File: src/common/dcmb_pkg.sv
// Shared constants and carrier types for the dual port mailbox pair.
// Operation
// [RULE1] Two 36-bit mail registers, A-to-B and B-to-A, apart from FIFO.
// [RULE2] Port-A mail write stores port-A data into the A-to-B register.
// [RULE3] Port-B mail write stores port-B data into the B-to-A register.
// [RULE4] An accepted mail write drives that register's full flag low.
// [RULE5] While a full flag is low, writes to that register are ignored.
// [RULE6] Enabled port-B outputs show FIFO word, or A-to-B mail when selected.
// [RULE7] Enabled port-A outputs always show the B-to-A mail register.
// [RULE8] Port-B mail read returns the A-to-B full flag high.
// [RULE9] Port-A mail read returns the B-to-A full flag high.
// [RULE10] Reads leave mail intact; only accepted writes change it.
// [RULE11] Host selects access by chip select, direction and mail select.
// [RULE12] Cascaded systems hold both mail selects low.
// [RULE13] Access counts only with chip select low and port enable high.
package dcmb_pkg;

    // Width of one mail word.
    localparam int unsigned DCMB_DATA_W = 36;

    // Reset values of the mail words and their active-low full flags.
    localparam logic [35:0] DCMB_MAIL_RST   = 36'h0_0000_0000;
    localparam logic        DCMB_FULL_N_RST = 1'h1;

    // Direction level that means write on port A and read on port B.
    localparam logic        DCMB_A_DIR_WRITE = 1'h1;
    localparam logic        DCMB_B_DIR_READ  = 1'h1;

    // Control pins of one port, bundled as they arrive.
    typedef struct packed {
        logic chip_select_n;
        logic direction;
        logic enable;
        logic mail_select;
    } dcmb_port_ctl_s;

    // Decoded access kinds of one port.
    typedef struct packed {
        logic mail_write;
        logic mail_read;
        logic out_active;
    } dcmb_port_dec_s;

endpackage

File: src/hw/dcmb_mailbox.sv
// Mailbox pair passing 36-bit words between port A and port B.
`timescale 1ns/1ps
module dcmb_mailbox
    import dcmb_pkg::*;
#(
    parameter int unsigned DATA_W = DCMB_DATA_W
)
(
    input  wire logic              i_clk,               // 50 MHz clock.
    input  wire logic              i_rst_n,             // Async reset, low.
    input  wire dcmb_port_ctl_s    i_port_a_ctl,        // Port-A controls.
    input  wire dcmb_port_ctl_s    i_port_b_ctl,        // Port-B controls.
    input  wire logic [DATA_W-1:0] i_port_a_data_bus,   // Port-A bus in.
    input  wire logic [DATA_W-1:0] i_port_b_data_bus,   // Port-B bus in.
    input  wire logic [DATA_W-1:0] i_fifo_out_word,     // FIFO output reg.
    output logic      [DATA_W-1:0] o_port_a_data_bus,   // Port-A bus out.
    output logic                   o_port_a_data_oe,    // Port-A drive.
    output logic      [DATA_W-1:0] o_port_b_data_bus,   // Port-B bus out.
    output logic                   o_port_b_data_oe,    // Port-B drive.
    output logic                   o_a_to_b_full_n,     // A-to-B mail waits.
    output logic                   o_b_to_a_full_n      // B-to-A mail waits.
);

    // The mail words are held at the package width; refuse anything else.
    if (DATA_W != DCMB_DATA_W)
    begin : g_width_check
        $error("dcmb_mailbox: DATA_W must equal the mail word width.");
    end

    // Both ports share i_clk here, so the flags need no synchroniser; a
    // build with truly separate port clocks would have to add a two-stage
    // crossing on every flag and accept extra flag latency.
    // Mail state, one word and one full flag per direction.
    logic [DATA_W-1:0] a_to_b_mail_r;   // [RULE1]
    logic [DATA_W-1:0] b_to_a_mail_r;   // [RULE1]
    logic [DATA_W-1:0] a_to_b_mail_nxt;
    logic [DATA_W-1:0] b_to_a_mail_nxt;
    logic              a_to_b_full_n_r;
    logic              b_to_a_full_n_r;
    logic              a_to_b_full_n_nxt;
    logic              b_to_a_full_n_nxt;

    // Registered bus drive.
    logic [DATA_W-1:0] port_a_out_r;
    logic [DATA_W-1:0] port_b_out_r;
    logic [DATA_W-1:0] port_a_out_nxt;
    logic [DATA_W-1:0] port_b_out_nxt;
    logic              port_a_oe_r;
    logic              port_b_oe_r;

    dcmb_port_dec_s    dec_a;
    dcmb_port_dec_s    dec_b;
    wire logic         a_sel;
    wire logic         b_sel;
    wire logic         a_wr_ok;
    wire logic         b_wr_ok;

    // A port is addressed only with chip select low and enable high;
    // the mail select then steers between mail and FIFO paths.
    assign a_sel = !i_port_a_ctl.chip_select_n && i_port_a_ctl.enable
                   && i_port_a_ctl.mail_select;   // [RULE13] [RULE11]
    assign b_sel = !i_port_b_ctl.chip_select_n && i_port_b_ctl.enable
                   && i_port_b_ctl.mail_select;   // [RULE13] [RULE11]

    // Direction meaning differs per port: high writes on A, reads on B.
    assign dec_a.mail_write = a_sel
                && (i_port_a_ctl.direction == DCMB_A_DIR_WRITE);
    assign dec_a.mail_read  = a_sel
                && (i_port_a_ctl.direction != DCMB_A_DIR_WRITE);
    assign dec_a.out_active = !i_port_a_ctl.chip_select_n
                && (i_port_a_ctl.direction != DCMB_A_DIR_WRITE);
    assign dec_b.mail_write = b_sel
                && (i_port_b_ctl.direction != DCMB_B_DIR_READ);
    assign dec_b.mail_read  = b_sel
                && (i_port_b_ctl.direction == DCMB_B_DIR_READ);
    assign dec_b.out_active = !i_port_b_ctl.chip_select_n
                && (i_port_b_ctl.direction == DCMB_B_DIR_READ);

    // A write lands only while the flag is high, so unread mail is never
    // overwritten; a flag-low write is dropped without any indication.
    assign a_wr_ok = dec_a.mail_write && a_to_b_full_n_r;   // [RULE5]
    assign b_wr_ok = dec_b.mail_write && b_to_a_full_n_r;   // [RULE5]

    // Contents change only on accepted writes; reads leave them intact.
    assign a_to_b_mail_nxt = a_wr_ok ? i_port_a_data_bus
                                     : a_to_b_mail_r;   // [RULE2] [RULE10]
    assign b_to_a_mail_nxt = b_wr_ok ? i_port_b_data_bus
                                     : b_to_a_mail_r;   // [RULE3] [RULE10]

    // Write sets the flag low; the far-side read returns it high. The
    // write is tested first so a new word in the same cycle is not lost.
    assign a_to_b_full_n_nxt = a_wr_ok       ? 1'h0 :   // [RULE4]
                               dec_b.mail_read ? 1'h1 : // [RULE8]
                               a_to_b_full_n_r;
    assign b_to_a_full_n_nxt = b_wr_ok       ? 1'h0 :   // [RULE4]
                               dec_a.mail_read ? 1'h1 : // [RULE9]
                               b_to_a_full_n_r;

    // Bus data is launched from the updated word so a reader sees mail
    // written at the same edge; the cost is one cycle of output latency.
    assign port_a_out_nxt = b_to_a_mail_nxt;                       // [RULE7]
    assign port_b_out_nxt = i_port_b_ctl.mail_select
                          ? a_to_b_mail_nxt
                          : i_fifo_out_word;   // [RULE6]

    // Mail words and flags.
    always_ff @(posedge i_clk or negedge i_rst_n)
    begin
        if (!i_rst_n)
        begin
            a_to_b_mail_r   <= DCMB_MAIL_RST;
            b_to_a_mail_r   <= DCMB_MAIL_RST;
            a_to_b_full_n_r <= DCMB_FULL_N_RST;
            b_to_a_full_n_r <= DCMB_FULL_N_RST;
        end
        else
        begin
            a_to_b_mail_r   <= a_to_b_mail_nxt;
            b_to_a_mail_r   <= b_to_a_mail_nxt;
            a_to_b_full_n_r <= a_to_b_full_n_nxt;
            b_to_a_full_n_r <= b_to_a_full_n_nxt;
        end
    end

    // Output drivers and their enables.
    always_ff @(posedge i_clk or negedge i_rst_n)
    begin
        if (!i_rst_n)
        begin
            port_a_out_r <= DCMB_MAIL_RST;
            port_b_out_r <= DCMB_MAIL_RST;
            port_a_oe_r  <= 1'h0;
            port_b_oe_r  <= 1'h0;
        end
        else
        begin
            port_a_out_r <= port_a_out_nxt;
            port_b_out_r <= port_b_out_nxt;
            port_a_oe_r  <= dec_a.out_active;
            port_b_oe_r  <= dec_b.out_active;
        end
    end

    // Every output comes straight from a flip-flop.
    assign o_port_a_data_bus = port_a_out_r;
    assign o_port_a_data_oe  = port_a_oe_r;
    assign o_port_b_data_bus = port_b_out_r;
    assign o_port_b_data_oe  = port_b_oe_r;
    assign o_a_to_b_full_n   = a_to_b_full_n_r;
    assign o_b_to_a_full_n   = b_to_a_full_n_r;
endmodule

File: config.mk
export PLATFORM = sky130hd
export DESIGN_NAME = dcmb_mailbox
export DESIGN_NICKNAME = d
export VERILOG_FILES = /design/src/common/dcmb_pkg.sv /design/src/hw/dcmb_mailbox.sv
export SDC_FILE = /design/constraint.sdc
export NUM_CORES = 1
export LEC_CHECK = 0
export BUFFER_PORTS_ARGS = -buffer_cell sky130_fd_sc_hd__buf_2
export CAP_MARGIN = 10
export CELL_PAD_IN_SITES_DETAIL_PLACEMENT = 2
export CELL_PAD_IN_SITES_GLOBAL_PLACEMENT = 2
export CORE_ASPECT_RATIO = 0.8
export CORE_UTILIZATION = 26
export DETAILED_ROUTE_END_ITERATION = 16
export GPL_ROUTABILITY_DRIVEN = 0
export PLACE_DENSITY = 0.81
export SKIP_LAST_GASP = 1
export SLEW_MARGIN = 10
export SYNTH_ARGS = -nofsm -noshare
export SYNTH_HDL_FRONTEND = slang
export SYNTH_SLANG_ARGS = --single-unit
File: constraint.sdc
create_clock -name i_clk -period 1.5 [get_ports i_clk]
set_clock_uncertainty 0.1 [all_clocks]
set_input_delay 0.15 -clock i_clk [delete_from_list [all_inputs] [get_ports i_clk]]
set_output_delay 0.15 -clock i_clk [all_outputs]
set_load 0.05 [all_outputs]
==> results.md, run 1 <==
Clock network:
- The clock tree from TritonCTS is yes.
- Counting along the longest clock path gives a buffer depth of 2.
- The count of clock tree sinks is 112.
- The number of buffers inserted during clock tree synthesis is 9.
- The tree is rooted in a sky130_fd_sc_hd__clkbuf_16.
- The insertion delay to the later sink of the worst-skew pair is 0.36 ns.
- Clock-pin slew was measured on the worst setup and hold paths at 0.08 ns.
- The depth of the CTS H-tree is 3.

Status:
- The flow ran to the end, but the final reports show violations.
- The checks that failed: negative setup slack.

Timing:
- In this run the tightest slew margin relative to its limit is 0.617.
- Setup repair after global routing could not meet its margin everywhere.
- The final period utilization is 1.18.
- The final worst setup slack is -0.268 ns.
- The setup-violating endpoint count in the final report is 109.
- Based on the critical path, the design can be clocked at up to 0.566 GHz.
- The final-report hold violation count is 0.
- For the finished layout, the period the worst path requires is 1.77 ns.
- The number of pins with negative max-slew slack in the final report came to 0.
- Summed over all failing endpoints, the final setup total negative slack is -17.93 ns.
- The worst hold slack is 0.00580 ns.
- The transition at the pin with the smallest max-transition slack is 0.575 ns.

Placement:
- In this run the tool buffered the top-level ports with 193 buffer cells.
- The number of instances in the placed design is 771.
- The total half-perimeter wirelength after legalization and detailed placement is 10.7 mm.
- The cell area after placement is 5870 um2.

Hold path:
- The worst hold path belongs to the class in2reg.
- The start point of the worst hold path is i_fifo_out_word[6].

Critical path:
- STA classifies the critical path endpoint as a flop.
- In this run the worst path has a maximum fanout of 7.
- The critical path launch point is o_a_to_b_full_n$_DFFE_PN1P_.
- The worst setup path is of the reg2reg kind.
- The worst setup path is launched from a flop.
- The required time at the endpoint of the critical path is 1.67 ns.
- Data arrives at the worst endpoint at 1.93 ns.
- The startpoint identified for the worst register-to-register timing path is o_a_to_b_full_n$_DFFE_PN1P_.

Finish:
- Registers take 2810 um2.
- The relative area change from synthesis to final layout is 85.5%.
- The commonest non-fill, non-tap cell in the layout is sky130_fd_sc_hd__buf_2.
- The final instance count without filler cells is 919.
- The post-route cell area is 8210 um2.
- In the layout the commonest cells are 190 x sky130_fd_sc_hd__buf_2, 110 x sky130_fd_sc_hd__dfrtp_1, 110 x sky130_fd_sc_hd__dlygate4sd3_1, 38 x sky130_fd_sc_hd__nor2_1, 36 x sky130_fd_sc_hd__mux2_4.
- Of the cells placed in the final design, the portion with a size suffix greater than 1 is 0.534.
- The count of filler cells inserted in the layout is around 1600.
- For this run, the share of the core covered by cells in the final layout is 0.495.
- The area occupied by multi-input gates is 2160 um2.
- The number of nets in the layout is 811.

Drt:
- The routed wire length per instance is approximately 26 um.
- For this block, the initial DRC count from the detailed router was 175.
- The antenna violation net count after detailed routing is 0.
- The DRC violation count after routing is 0.
- The number of vias in the routed layout is 4481.
- Using the TritonRoute via totals, the vias-per-cell ratio works out to 4.88.
- The total iterations of the first detailed-routing run is 4.
- Summed over all layers, the routed wires come to 24.0 mm.

Synthesis:
- The synthesis-stage register bit count is around 110.
- The synthesized net count is 485.
- After synthesis the cells add up to approximately 4400 um2.
- The cell count after synthesis came out at around 370.
- The number of unique standard cell types used by synthesis is 22.
- For this run, the number of Yosys warnings is 0.
- Averaged over all synthesized cells, the footprint is ~12 um2.
- The sequential-to-total area share from yosys stat is 0.634.

Global routing:
- The initial antenna violation count is 2.
- The total overflow left after global routing is 0.
- The via count of the first global-routing pass came to around 5400.
- The first global-routing pass estimated 32.5 mm of wire.
- For this run, the total global-route usage over all layers was measured as 0.252.
- The maximum number of pins on one net before global-route repair is 58.

Pwr:
- For this design the static power due to leakage is 3.76 nW.
- The power density over the cells is between 1500 and 2000 nW/um2.
- The worst ir drop on vdd is 0.564 mV.

Die:
- The die covers 17600 um2.
- The width of the die is 148 um.
- In this run the vertical extent of the chip is 119 um.
- The total I/O pin count is approximately 190.
- The site row count is 42.
- The area of the core is 16600 um2.
- The starting density of the core is 0.267.

Flow run:
- Across the run, the number of max-cap violations was 0.
registers in the layout, indices dropped and copies added, names as in the netlist:
register           flops
o_port_a_data_oe       1
o_a_to_b_full_n        1
o_port_b_data_oe       1
b_to_a_mail_r         36
o_b_to_a_full_n        1
o_port_b_data_bus     36
a_to_b_mail_r         36
worst max-delay path, cell delays in order, from the launching register on:
cell	delay (ns)
sky130_fd_sc_hd__dfstp_2	0.59
sky130_fd_sc_hd__and3b_2	0.30
sky130_fd_sc_hd__buf_6	0.16
sky130_fd_sc_hd__buf_16	0.16
sky130_fd_sc_hd__nand3_4	0.10
sky130_fd_sc_hd__a31oi_1	0.26
layer usage:
metal / share of wire / vias up / track usage
li1: - / 1942 / -
met2: 0.52 / 193 / 0.466
met4: 0.021 / 2 / 0.0612
met5: 0.00054 / - / 0
met3: 0.055 / 40 / 0.0645
met1: 0.40 / 2304 / 0.287
cell families after synthesis:
logic type | synth area share
mux | 0.116
flops | 0.634
compound gates | 0.0958
simple gates | 0.116
buf+inv | 0.0384
where the power goes:
part           leakage, nW  total, mW  internal [mW]  switching (mW)
clock                0.140       2.46           1.17            1.30
sequential            1.36       4.59           3.91           0.672
combinational         2.26       5.49           1.86            3.63
per-stage QoR:
stage,power [mW],setup WS [ns]
2_1_floorplan,7.50,-0.242
3_3_place_gp,8.56,-0.0970
3_5_place_dp,8.76,-0.187
4_1_cts,11.7,-0.153
5_1_grt,13.0,-0.256
6_report,12.5,-0.268
repair_timing:
action / in CTS / in global routing
cloned: 6 / 4
endpoints found under the setup margin: 68 / 110
gates resized for setup: 53 / 77
hold buffers: 110 / 0
hold endpoints to repair: 214 / 0
pin swaps: 33 / 29
setup buffers: 15 / 1
cells in the mapped netlist, drive strengths merged:
master  instances  share of area
and3b           1         0.0020
dfrtp         110           0.62
inv             1        0.00085
nand2          37          0.031
nand3          36          0.041
nand3b          2         0.0034
dfstp           2          0.012
nor2           38          0.032
clkbuf         14          0.012
and2b           1         0.0020
o21ai          36          0.041
buf            12          0.026
and2            1         0.0014
a31oi          36          0.051
a41oi           1         0.0020
a21oi           2         0.0023
nor3b           1         0.0028
mux2           36           0.12
area by class of cell:
| class | instances | area share |
|---|---|---|
| flip-flops and latches | 112 | 0.342 |
| diodes | 1 | 0.000305 |
| well taps | 220 | 0.0335 |
| repair buffers | 341 | 0.326 |
| inverters | 1 | 0.000457 |
| multi-input cells | 228 | 0.263 |
| clock buffers | 9 | 0.0274 |
| clock inverters | 7 | 0.00777 |
path summary, 6_finish.rpt:
| path | endpoint | cells past startpoint | slack [ns] |
|---|---|---|---|
| setup / recovery | o_port_b_data_bus[30]$_DFF_PN0_ | 5 | -0.27 |
| hold / removal | o_port_b_data_bus[6]$_DFF_PN0_ | 3 | 0.006 |
| setup reg to reg | o_port_b_data_bus[30]$_DFF_PN0_ | 5 | -0.27 |
| hold reg to reg | a_to_b_mail_r[27]$_DFF_PN0_ | 2 | 0.38 |
| max in group asynchronous | o_a_to_b_full_n$_DFFE_PN1P_ | 3 | 0.66 |
| min in group asynchronous | b_to_a_mail_r[26]$_DFFE_PN0P_ | 2 | 0.06 |
Note: power is estimated with default switching activity, not from simulation.
==> inputs of run 2 (changes only) <==
--- a/config.mk
+++ b/config.mk
@@ -10,10 +10,10 @@
 export CELL_PAD_IN_SITES_DETAIL_PLACEMENT = 2
 export CELL_PAD_IN_SITES_GLOBAL_PLACEMENT = 2
 export CORE_ASPECT_RATIO = 0.8
-export CORE_UTILIZATION = 26
+export CORE_UTILIZATION = 29
 export DETAILED_ROUTE_END_ITERATION = 16
 export GPL_ROUTABILITY_DRIVEN = 0
-export PLACE_DENSITY = 0.81
+export PLACE_DENSITY = 0.85
 export SKIP_LAST_GASP = 1
 export SLEW_MARGIN = 10
 export SYNTH_ARGS = -nofsm -noshare
==> constraint.sdc (replaced) <==
create_clock -name i_clk -period 1.8 [get_ports i_clk]
set_clock_uncertainty 0.1 [all_clocks]
set_input_delay 0.18 -clock i_clk [delete_from_list [all_inputs] [get_ports i_clk]]
set_output_delay 0.18 -clock i_clk [all_outputs]
set_load 0.05 [all_outputs]
==> run 2 against run 1 <==
Against the previous run: critical path type is now in2reg; the run now ends clean; final area shrank 16%; worst setup slack improved by 0.34 ns; first-iteration DRC count is 2.9% higher; combinational power fell by 30%; utilization fell by 2.3 points; clock power is 17% lower.
==> results.md, run 2 (synthesis results as in run 1) <==
Clock network:
- The depth of the CTS H-tree is 3 (unchanged).
- The buffer cell driving the clock tree root is sky130_fd_sc_hd__clkbuf_16 (unchanged).
- The number of cells upsized or downsized after cts is 0 (was 53).
- The number of post-CTS setup repair buffers came to 0 (was 15).
- The number of buffers inserted during clock tree synthesis was 9 (unchanged).
- The clock-pin slew of the registers on the worst-case setup and hold paths is 0.08 ns (about the same).
- The maximum clock path buffer count is 2 (unchanged).
- The insertion delay to the later sink of the worst-skew pair was 0.35 ns (was 0.36 ns).
- The count of clock tree sinks is 112 (unchanged).
- The clock tree from TritonCTS was yes (unchanged).

Critical path:
- The longest individual stage delay on the worst path came to 0.54 ns (was 0.59 ns).
- The number of buffer and inverter instances along the worst setup path came to 3 (was 2).
- The reg-to-reg setup timing slack came to 0.09 ns (was -0.27 ns).
- The required time at the endpoint of the critical path came to 1.88 ns (was 1.67 ns).
- The startpoint type of the worst setup path was a primary input (was flop).
- The critical path's top delay family is buffers and inverters (was flip-flops).
- The critical setup path kind is in2reg (was reg2reg).
- The slowest cell on the critical path is sky130_fd_sc_hd__dlygate4sd3_1 (was sky130_fd_sc_hd__dfstp_2).
- The arrival time at the worst endpoint is 1.81 ns (was 1.93 ns).
- The top fanout value on the critical path is 36 (was 7).
- Worst-path cell chain: dlygate4sd3_1 -> buf_2 -> nand3b_1 -> buf_4 -> o21ai_0 -> a31oi_1 (was and3b_2 -> buf_6 -> buf_16 -> nand3_4 -> a31oi_1).
- The endpoint kind of the worst setup timing path is a flop (unchanged).

Timing:
- The setup-violating endpoint count in the final report is 0 (was 109).
- The setup TNS after final layout came to 0 ns (was -17.93 ns).
- The worst hold slack is 0.0212 ns (was 0.00580 ns).
- The peak clock frequency supported by timing is around 0.58 GHz.
- The final-report hold violation count is 0 (unchanged).
- The final period utilization is 0.958.
- RSZ-0062 raised after global routing: no (was yes).
- The remaining max-slew budget at the tightest pin is 0.409 (was 0.617).
- The worst path needs 1.72 ns of the cycle, external delays included.
- The number of pins with negative max-slew slack in the final report is 0 (unchanged).
- The transition at the pin with the smallest max-transition slack was 0.886 ns (was 0.575 ns).

Drt:
- The total iterations of the first detailed-routing run is 4 (unchanged).
- The final wirelength is 18.7 mm (was 24.0 mm).
- The DRC violation count after routing is 0 (unchanged).
- The number of vias in the routed layout is 4149 (was 4481).
- The antenna violation net count after detailed routing was 0 (unchanged).
- The routed wire length per instance was 22.3 um (was 26.2 um).
- The number of vias per cell is 4.93 (was 4.88).
- The detailed router's first-iteration violation count is 180 (was 175).

Pwr:
- The worst ir drop on vdd came to 0.497 mV (was 0.564 mV).
- The leakage power total is 3.38 nW (was 3.76 nW).
- The power density over the cells is 1390 nW/um2 (was 1530 nW/um2).

Finish:
- The commonest non-fill, non-tap cell in the layout is sky130_fd_sc_hd__buf_2 (unchanged).
- Highest-count cells in the layout ignoring fill and taps: 192 x sky130_fd_sc_hd__buf_2, 110 x sky130_fd_sc_hd__dfrtp_1, 98 x sky130_fd_sc_hd__dlygate4sd3_1, 38 x sky130_fd_sc_hd__nor2_1, 37 x sky130_fd_sc_hd__nand2_1 (was 190 x sky130_fd_sc_hd__buf_2, 110 x sky130_fd_sc_hd__dfrtp_1, 110 x sky130_fd_sc_hd__dlygate4sd3_1, 38 x sky130_fd_sc_hd__nor2_1, 36 x sky130_fd_sc_hd__mux2_4).
- The share of layout cells above drive strength 1 is 0.394 (was 0.534).
- The count of antenna diodes in the layout is 0 (was 1).
- The number of nets in the layout came to 770 (was 811).
- The final instance count without filler cells is 841 (was 919).
- The relative area change from synthesis to final layout was 55.3% (was 85.5%).
- The count of filler cells inserted in the layout was 1455 (was 1625).

Die:
- The starting density of the core is 0.303 (was 0.267).
- The area of the core came to 14600 um2 (was 16600 um2).
- The area of the die is 15800 um2 (was 17600 um2).
- The site row count was 39 (was 42).
- The die height is 113 um (was 119 um).
- The width of the die is 140 um (was 148 um).
- The total I/O pin count is 194 (unchanged).

Global routing:
- The first-pass GRT wire length was 28.7 mm (was 32.5 mm).
- The maximum number of pins on one net before global-route repair came to 74 (was 58).
- The initial antenna violation count is 1 (was 2).
- The total routing resource utilization after global routing is 0.244 (was 0.252).
- The total global routing overflow is 0 (unchanged).
- The via count of the first global-routing pass came to 4812 (was 5352).

Status:
- Run status: complete, no violations (was complete, but fails checks).

Hold path:
- The type of the most critical hold path is in2reg (unchanged).

Placement:
- The count of port buffers added during placement was 193 (unchanged).
- The total half-perimeter wirelength after legalization and detailed placement was 10.3 mm (was 10.7 mm).
- The number of instances in the placed design came to 727 (was 771).

Flow run:
- The count of maximum capacitance violations is 0 (unchanged).
## run 2: worst min-delay path: cells and delay by family
| kind | cells | cell delay [ns] |
|---|---|---|
| compound gates | 1 | 0.05 |
| buf+inv | 1 | 0.10 |
| simple gates | 1 | 0.10 |
## run 2: through the flow
stage	cell area, um2	util	setup slack (ns)	power, mW
finish	6870	0.471	0.0760	9.52
global route	6870	0.471	0.0392	9.90
CTS	6870	0.471	0.115	9.42
detailed placement	5600	0.384	0.117	7.16
global placement	5600	0.384	0.189	6.97
floorplan	4430	-	0.0584	6.10
## run 2: final cells by class
| type | instances | area, um2 | share of cell area |
|---|---|---|---|
| Timing Repair Buffer | 300 | 2080 | 0.303 |
| Clock buffer | 10 | 229 | 0.0333 |
| Multi-Input combinational cell | 228 | 1460 | 0.212 |
| Tap cell | 184 | 230 | 0.0335 |
| Inverter | 1 | 3.75 | 0.000546 |
| Clock inverter | 6 | 65.1 | 0.00947 |
| Sequential cell | 112 | 2810 | 0.408 |
## run 2: final timing paths
kind	startpoint	endpoint	cells after the start
worst max register to register	o_b_to_a_full_n$_DFFE_PN1P_	b_to_a_mail_r[4]$_DFFE_PN0P_	3
worst min register to register	b_to_a_mail_r[31]$_DFFE_PN0P_	b_to_a_mail_r[31]$_DFFE_PN0P_	1
worst min-delay path	i_fifo_out_word[12]	o_port_b_data_bus[12]$_DFF_PN0_	3
min in group asynchronous	i_rst_n	o_port_b_data_bus[10]$_DFF_PN0_	2
worst max-delay path	i_port_a_ctl[3]	o_port_b_data_bus[7]$_DFF_PN0_	6
max in group asynchronous	i_rst_n	o_a_to_b_full_n$_DFFE_PN1P_	3
## run 2: timing repair
item	in CTS	in global routing
hold buffers	98	0
hold endpoints to repair	206	0
setup endpoints to repair	0	0
## run 2: per-layer routing
layer,global-route usage,up-vias,wire [um]
li1,-,1848,-
met1,0.273,2126,7350
met2,0.457,153,10100
met3,0.0546,22,966
met4,0.0835,0,355
met5,0,-,0
## run 2: power breakdown
part           switching (mW)  internal (mW)
clock network           0.957           1.09
registers               0.387           3.26
logic                    2.69           1.14
==> inputs of run 3 (changes only) <==
--- a/config.mk
+++ b/config.mk
@@ -13,6 +13,7 @@
 export CORE_UTILIZATION = 29
 export DETAILED_ROUTE_END_ITERATION = 16
 export GPL_ROUTABILITY_DRIVEN = 0
+export HOLD_SLACK_MARGIN = 0.12
 export PLACE_DENSITY = 0.85
 export SKIP_LAST_GASP = 1
 export SLEW_MARGIN = 10
==> run 3 against run 2 <==
Against the previous run: non-clock buffer count grew 20; register-to-register slack worse by 0.04 ns; routed wire length rose by 11%; worst setup slack got worse by 0.071 ns; sequential share of layout area down 1.2 points; final area increased by 3.0%; utilization is 1.4 points higher; global-route usage up 2.4 points; sequential cell count is the same; maximum frequency shrank 3.9%; cell count grew 2.4%; critical endpoint is now b_to_a_mail_r[24]$_DFFE_PN0P_; largest cell class unchanged.
==> results.md, run 3 (synthesis results as in run 1) <==
Status:
- Run status: complete, no violations (unchanged).

Timing:
- RSZ-0062 raised after global routing: yes (was no).
- The post-route minimum period was 1.79 ns (was 1.72 ns).
- The number of pins with negative max-slew slack in the final report is 0 (unchanged).
- The setup TNS after final layout is 0 ns (unchanged).
- The setup-violating endpoint count in the final report is 0 (unchanged).
- The peak clock frequency supported by timing was 0.557 GHz (was 0.580 GHz).
- The remaining max-slew budget at the tightest pin came to 0.413 (was 0.409).
- The transition at the pin with the smallest max-transition slack is 0.881 ns (was 0.886 ns).
- The final period utilization was 0.997 (was 0.958).
- The final-report hold violation count is 0 (unchanged).
- The worst hold slack is 0.195 ns (was 0.0212 ns).

Critical path:
- The startpoint of the most critical register-to-register path is o_b_to_a_full_n$_DFFE_PN1P_ (unchanged).
- The top fanout value on the critical path is 18 (was 36).
- The endpoint of the most critical setup path is b_to_a_mail_r[24]$_DFFE_PN0P_ (was o_port_b_data_bus[7]$_DFF_PN0_).
- The reg-to-reg setup timing slack is 0.05 ns (was 0.09 ns).
- The depth of the worst register-to-register path is 4 (was 3).
- The startpoint type of the worst setup path is a primary input (unchanged).
- The worst reg2reg path endpoint is b_to_a_mail_r[24]$_DFFE_PN0P_ (was b_to_a_mail_r[4]$_DFFE_PN0P_).
- The required time at the endpoint of the critical path was 1.95 ns (was 1.88 ns).
- The arrival time at the worst endpoint is 1.95 ns (was 1.81 ns).
- The critical path launch point is i_port_b_ctl[1] (was i_port_a_ctl[3]).
- The endpoint kind of the worst setup timing path is a flop (unchanged).
- The critical setup path kind is in2reg (unchanged).

Finish:
- The commonest non-fill, non-tap cell in the layout is sky130_fd_sc_hd__buf_2 (unchanged).
- Highest-count cells in the layout ignoring fill and taps: 192 x sky130_fd_sc_hd__buf_2, 114 x sky130_fd_sc_hd__dlygate4sd3_1, 110 x sky130_fd_sc_hd__dfrtp_1, 38 x sky130_fd_sc_hd__nor2_1, 37 x sky130_fd_sc_hd__nand2_1 (was 192 x sky130_fd_sc_hd__buf_2, 110 x sky130_fd_sc_hd__dfrtp_1, 98 x sky130_fd_sc_hd__dlygate4sd3_1, 38 x sky130_fd_sc_hd__nor2_1, 37 x sky130_fd_sc_hd__nand2_1).
- The number of nets in the layout is 790 (was 770).
- The relative area change from synthesis to final layout is 59.9% (was 55.3%).
- The share of layout cells above drive strength 1 is 0.388 (was 0.394).
- The count of antenna diodes in the layout is 0 (unchanged).
- The count of filler cells inserted in the layout is 1450 (was 1455).

Global routing:
- The total routing resource utilization after global routing came to 0.268 (was 0.244).
- The first-pass GRT wire length is 31.1 mm (was 28.7 mm).
- The via count of the first global-routing pass came to 5010 (was 4812).
- The total global routing overflow came to 0 (unchanged).
- The initial antenna violation count came to 0 (was 1).
- The maximum number of pins on one net before global-route repair is 74 (unchanged).

Placement:
- The total half-perimeter wirelength after legalization and detailed placement is 10.3 mm (unchanged).
- The count of port buffers added during placement is 193 (unchanged).

Clock network:
- The maximum clock path buffer count came to 2 (unchanged).
- The number of buffers inserted during clock tree synthesis is 9 (unchanged).
- The clock tree from TritonCTS is yes (unchanged).
- The clock-pin slew of the registers on the worst-case setup and hold paths is 0.08 ns (about the same).
- The buffer cell driving the clock tree root is sky130_fd_sc_hd__clkbuf_16 (unchanged).
- The insertion delay to the later sink of the worst-skew pair is 0.36 ns (was 0.35 ns).
- The depth of the CTS H-tree is 3 (unchanged).
- The count of clock tree sinks is 112 (unchanged).

Die:
- The width of the die is 140 um (unchanged).
- The total I/O pin count came to 194 (unchanged).
- The die height is 113 um (unchanged).
- The site row count was 39 (unchanged).
- The area of the die is 15800 um2 (unchanged).
- The starting density of the core is 0.303 (unchanged).
- The area of the core is 14600 um2 (unchanged).

Drt:
- The detailed router's first-iteration violation count is 227 (was 180).
- The number of vias per cell is 5.03 (was 4.93).
- The number of vias in the routed layout came to 4334 (was 4149).
- The final wirelength is 20.7 mm (was 18.7 mm).
- The total iterations of the first detailed-routing run is 4 (unchanged).
- The DRC violation count after routing is 0 (unchanged).
- The antenna violation net count after detailed routing is 0 (unchanged).
- The routed wire length per instance was 24.0 um (was 22.3 um).

Pwr:
- The power density over the cells is 1370 nW/um2 (was 1390 nW/um2).
- The worst ir drop on vdd is 0.507 mV (was 0.497 mV).
- The leakage power total is 3.48 nW (was 3.38 nW).

Flow run:
- The count of maximum capacitance violations is 0 (unchanged).

Hold path:
- The type of the most critical hold path is in2async (was in2reg).
[run 3: cell types whose count changed in the layout (fill, tap and decap cells not counted), sizes merged]
cell / delta
dlygate4sd3: +16
buf: +3
clkbuf: +1
[run 3: layout make-up]
class                      instances  area [um2]  share of cell area
multi-input combinational        228        1460               0.206
sequential                       112        2810               0.396
timing repair buffer             320        2290               0.323
clock inverter                     6        65.1             0.00919
tap                              184         230              0.0325
inverter                           1        3.75            0.000530
clock buffer                      10         229              0.0323
[run 3: how the worst min path moves through the flow]
stage | to
floorplan | a_to_b_mail_r[0]$_DFF_PN0_
global placement | o_port_b_data_bus[1]$_DFF_PN0_
detailed placement | o_port_b_data_bus[9]$_DFF_PN0_
CTS | o_a_to_b_full_n$_DFFE_PN1P_
global route | o_port_b_data_bus[7]$_DFF_PN0_
finish | o_port_b_data_bus[7]$_DFF_PN0_
[run 3: critical path: stages]
cell                            delay [ns]
sky130_fd_sc_hd__dlygate4sd3_1        0.53
sky130_fd_sc_hd__buf_2                0.12
sky130_fd_sc_hd__nand3b_1             0.12
sky130_fd_sc_hd__nor3b_4              0.18
sky130_fd_sc_hd__buf_4                0.18
sky130_fd_sc_hd__buf_6                0.28
sky130_fd_sc_hd__mux2_4               0.33
[run 3: what timing repair did]
item	4_1_cts	5_1_grt
gates resized for setup	0	6
setup endpoints to repair	0	11
endpoints found under the hold margin	221	0
buffers inserted	0	1
hold buffers	114	0
[run 3: routing by layer]
layer	part of all wire	wire length [um]	up-vias	GRT usage
met5	0	0	-	0
met4	0.027	559	0	0.0916
met3	0.056	1160	31	0.0717
met2	0.53	10900	170	0.491
met1	0.39	8110	2245	0.302
li1	-	-	1888	-
[run 3: through the flow]
| stage | std cells | total power, mW | cell area, um2 | utilization | worst slack [ns] |
|---|---|---|---|---|---|
| final | 861 | 9.68 | 7080 | 0.485 | 0.00516 |
| after global routing | 861 | 10.1 | 7080 | 0.485 | -0.0224 |
| after CTS | 857 | 9.45 | 7030 | 0.482 | 0.0811 |
| after detailed placement | 727 | 7.16 | 5600 | 0.384 | 0.117 |
| after global placement | 727 | 6.97 | 5600 | 0.384 | 0.189 |
| after floorplan | 367 | 6.10 | 4430 | - | 0.0584 |
[run 3: where the power goes]
part / switching (mW) / total [mW] / internal [mW]
clock: 0.978 / 2.07 / 1.09
combinational: 2.76 / 3.93 / 1.17
sequential: 0.429 / 3.69 / 3.26
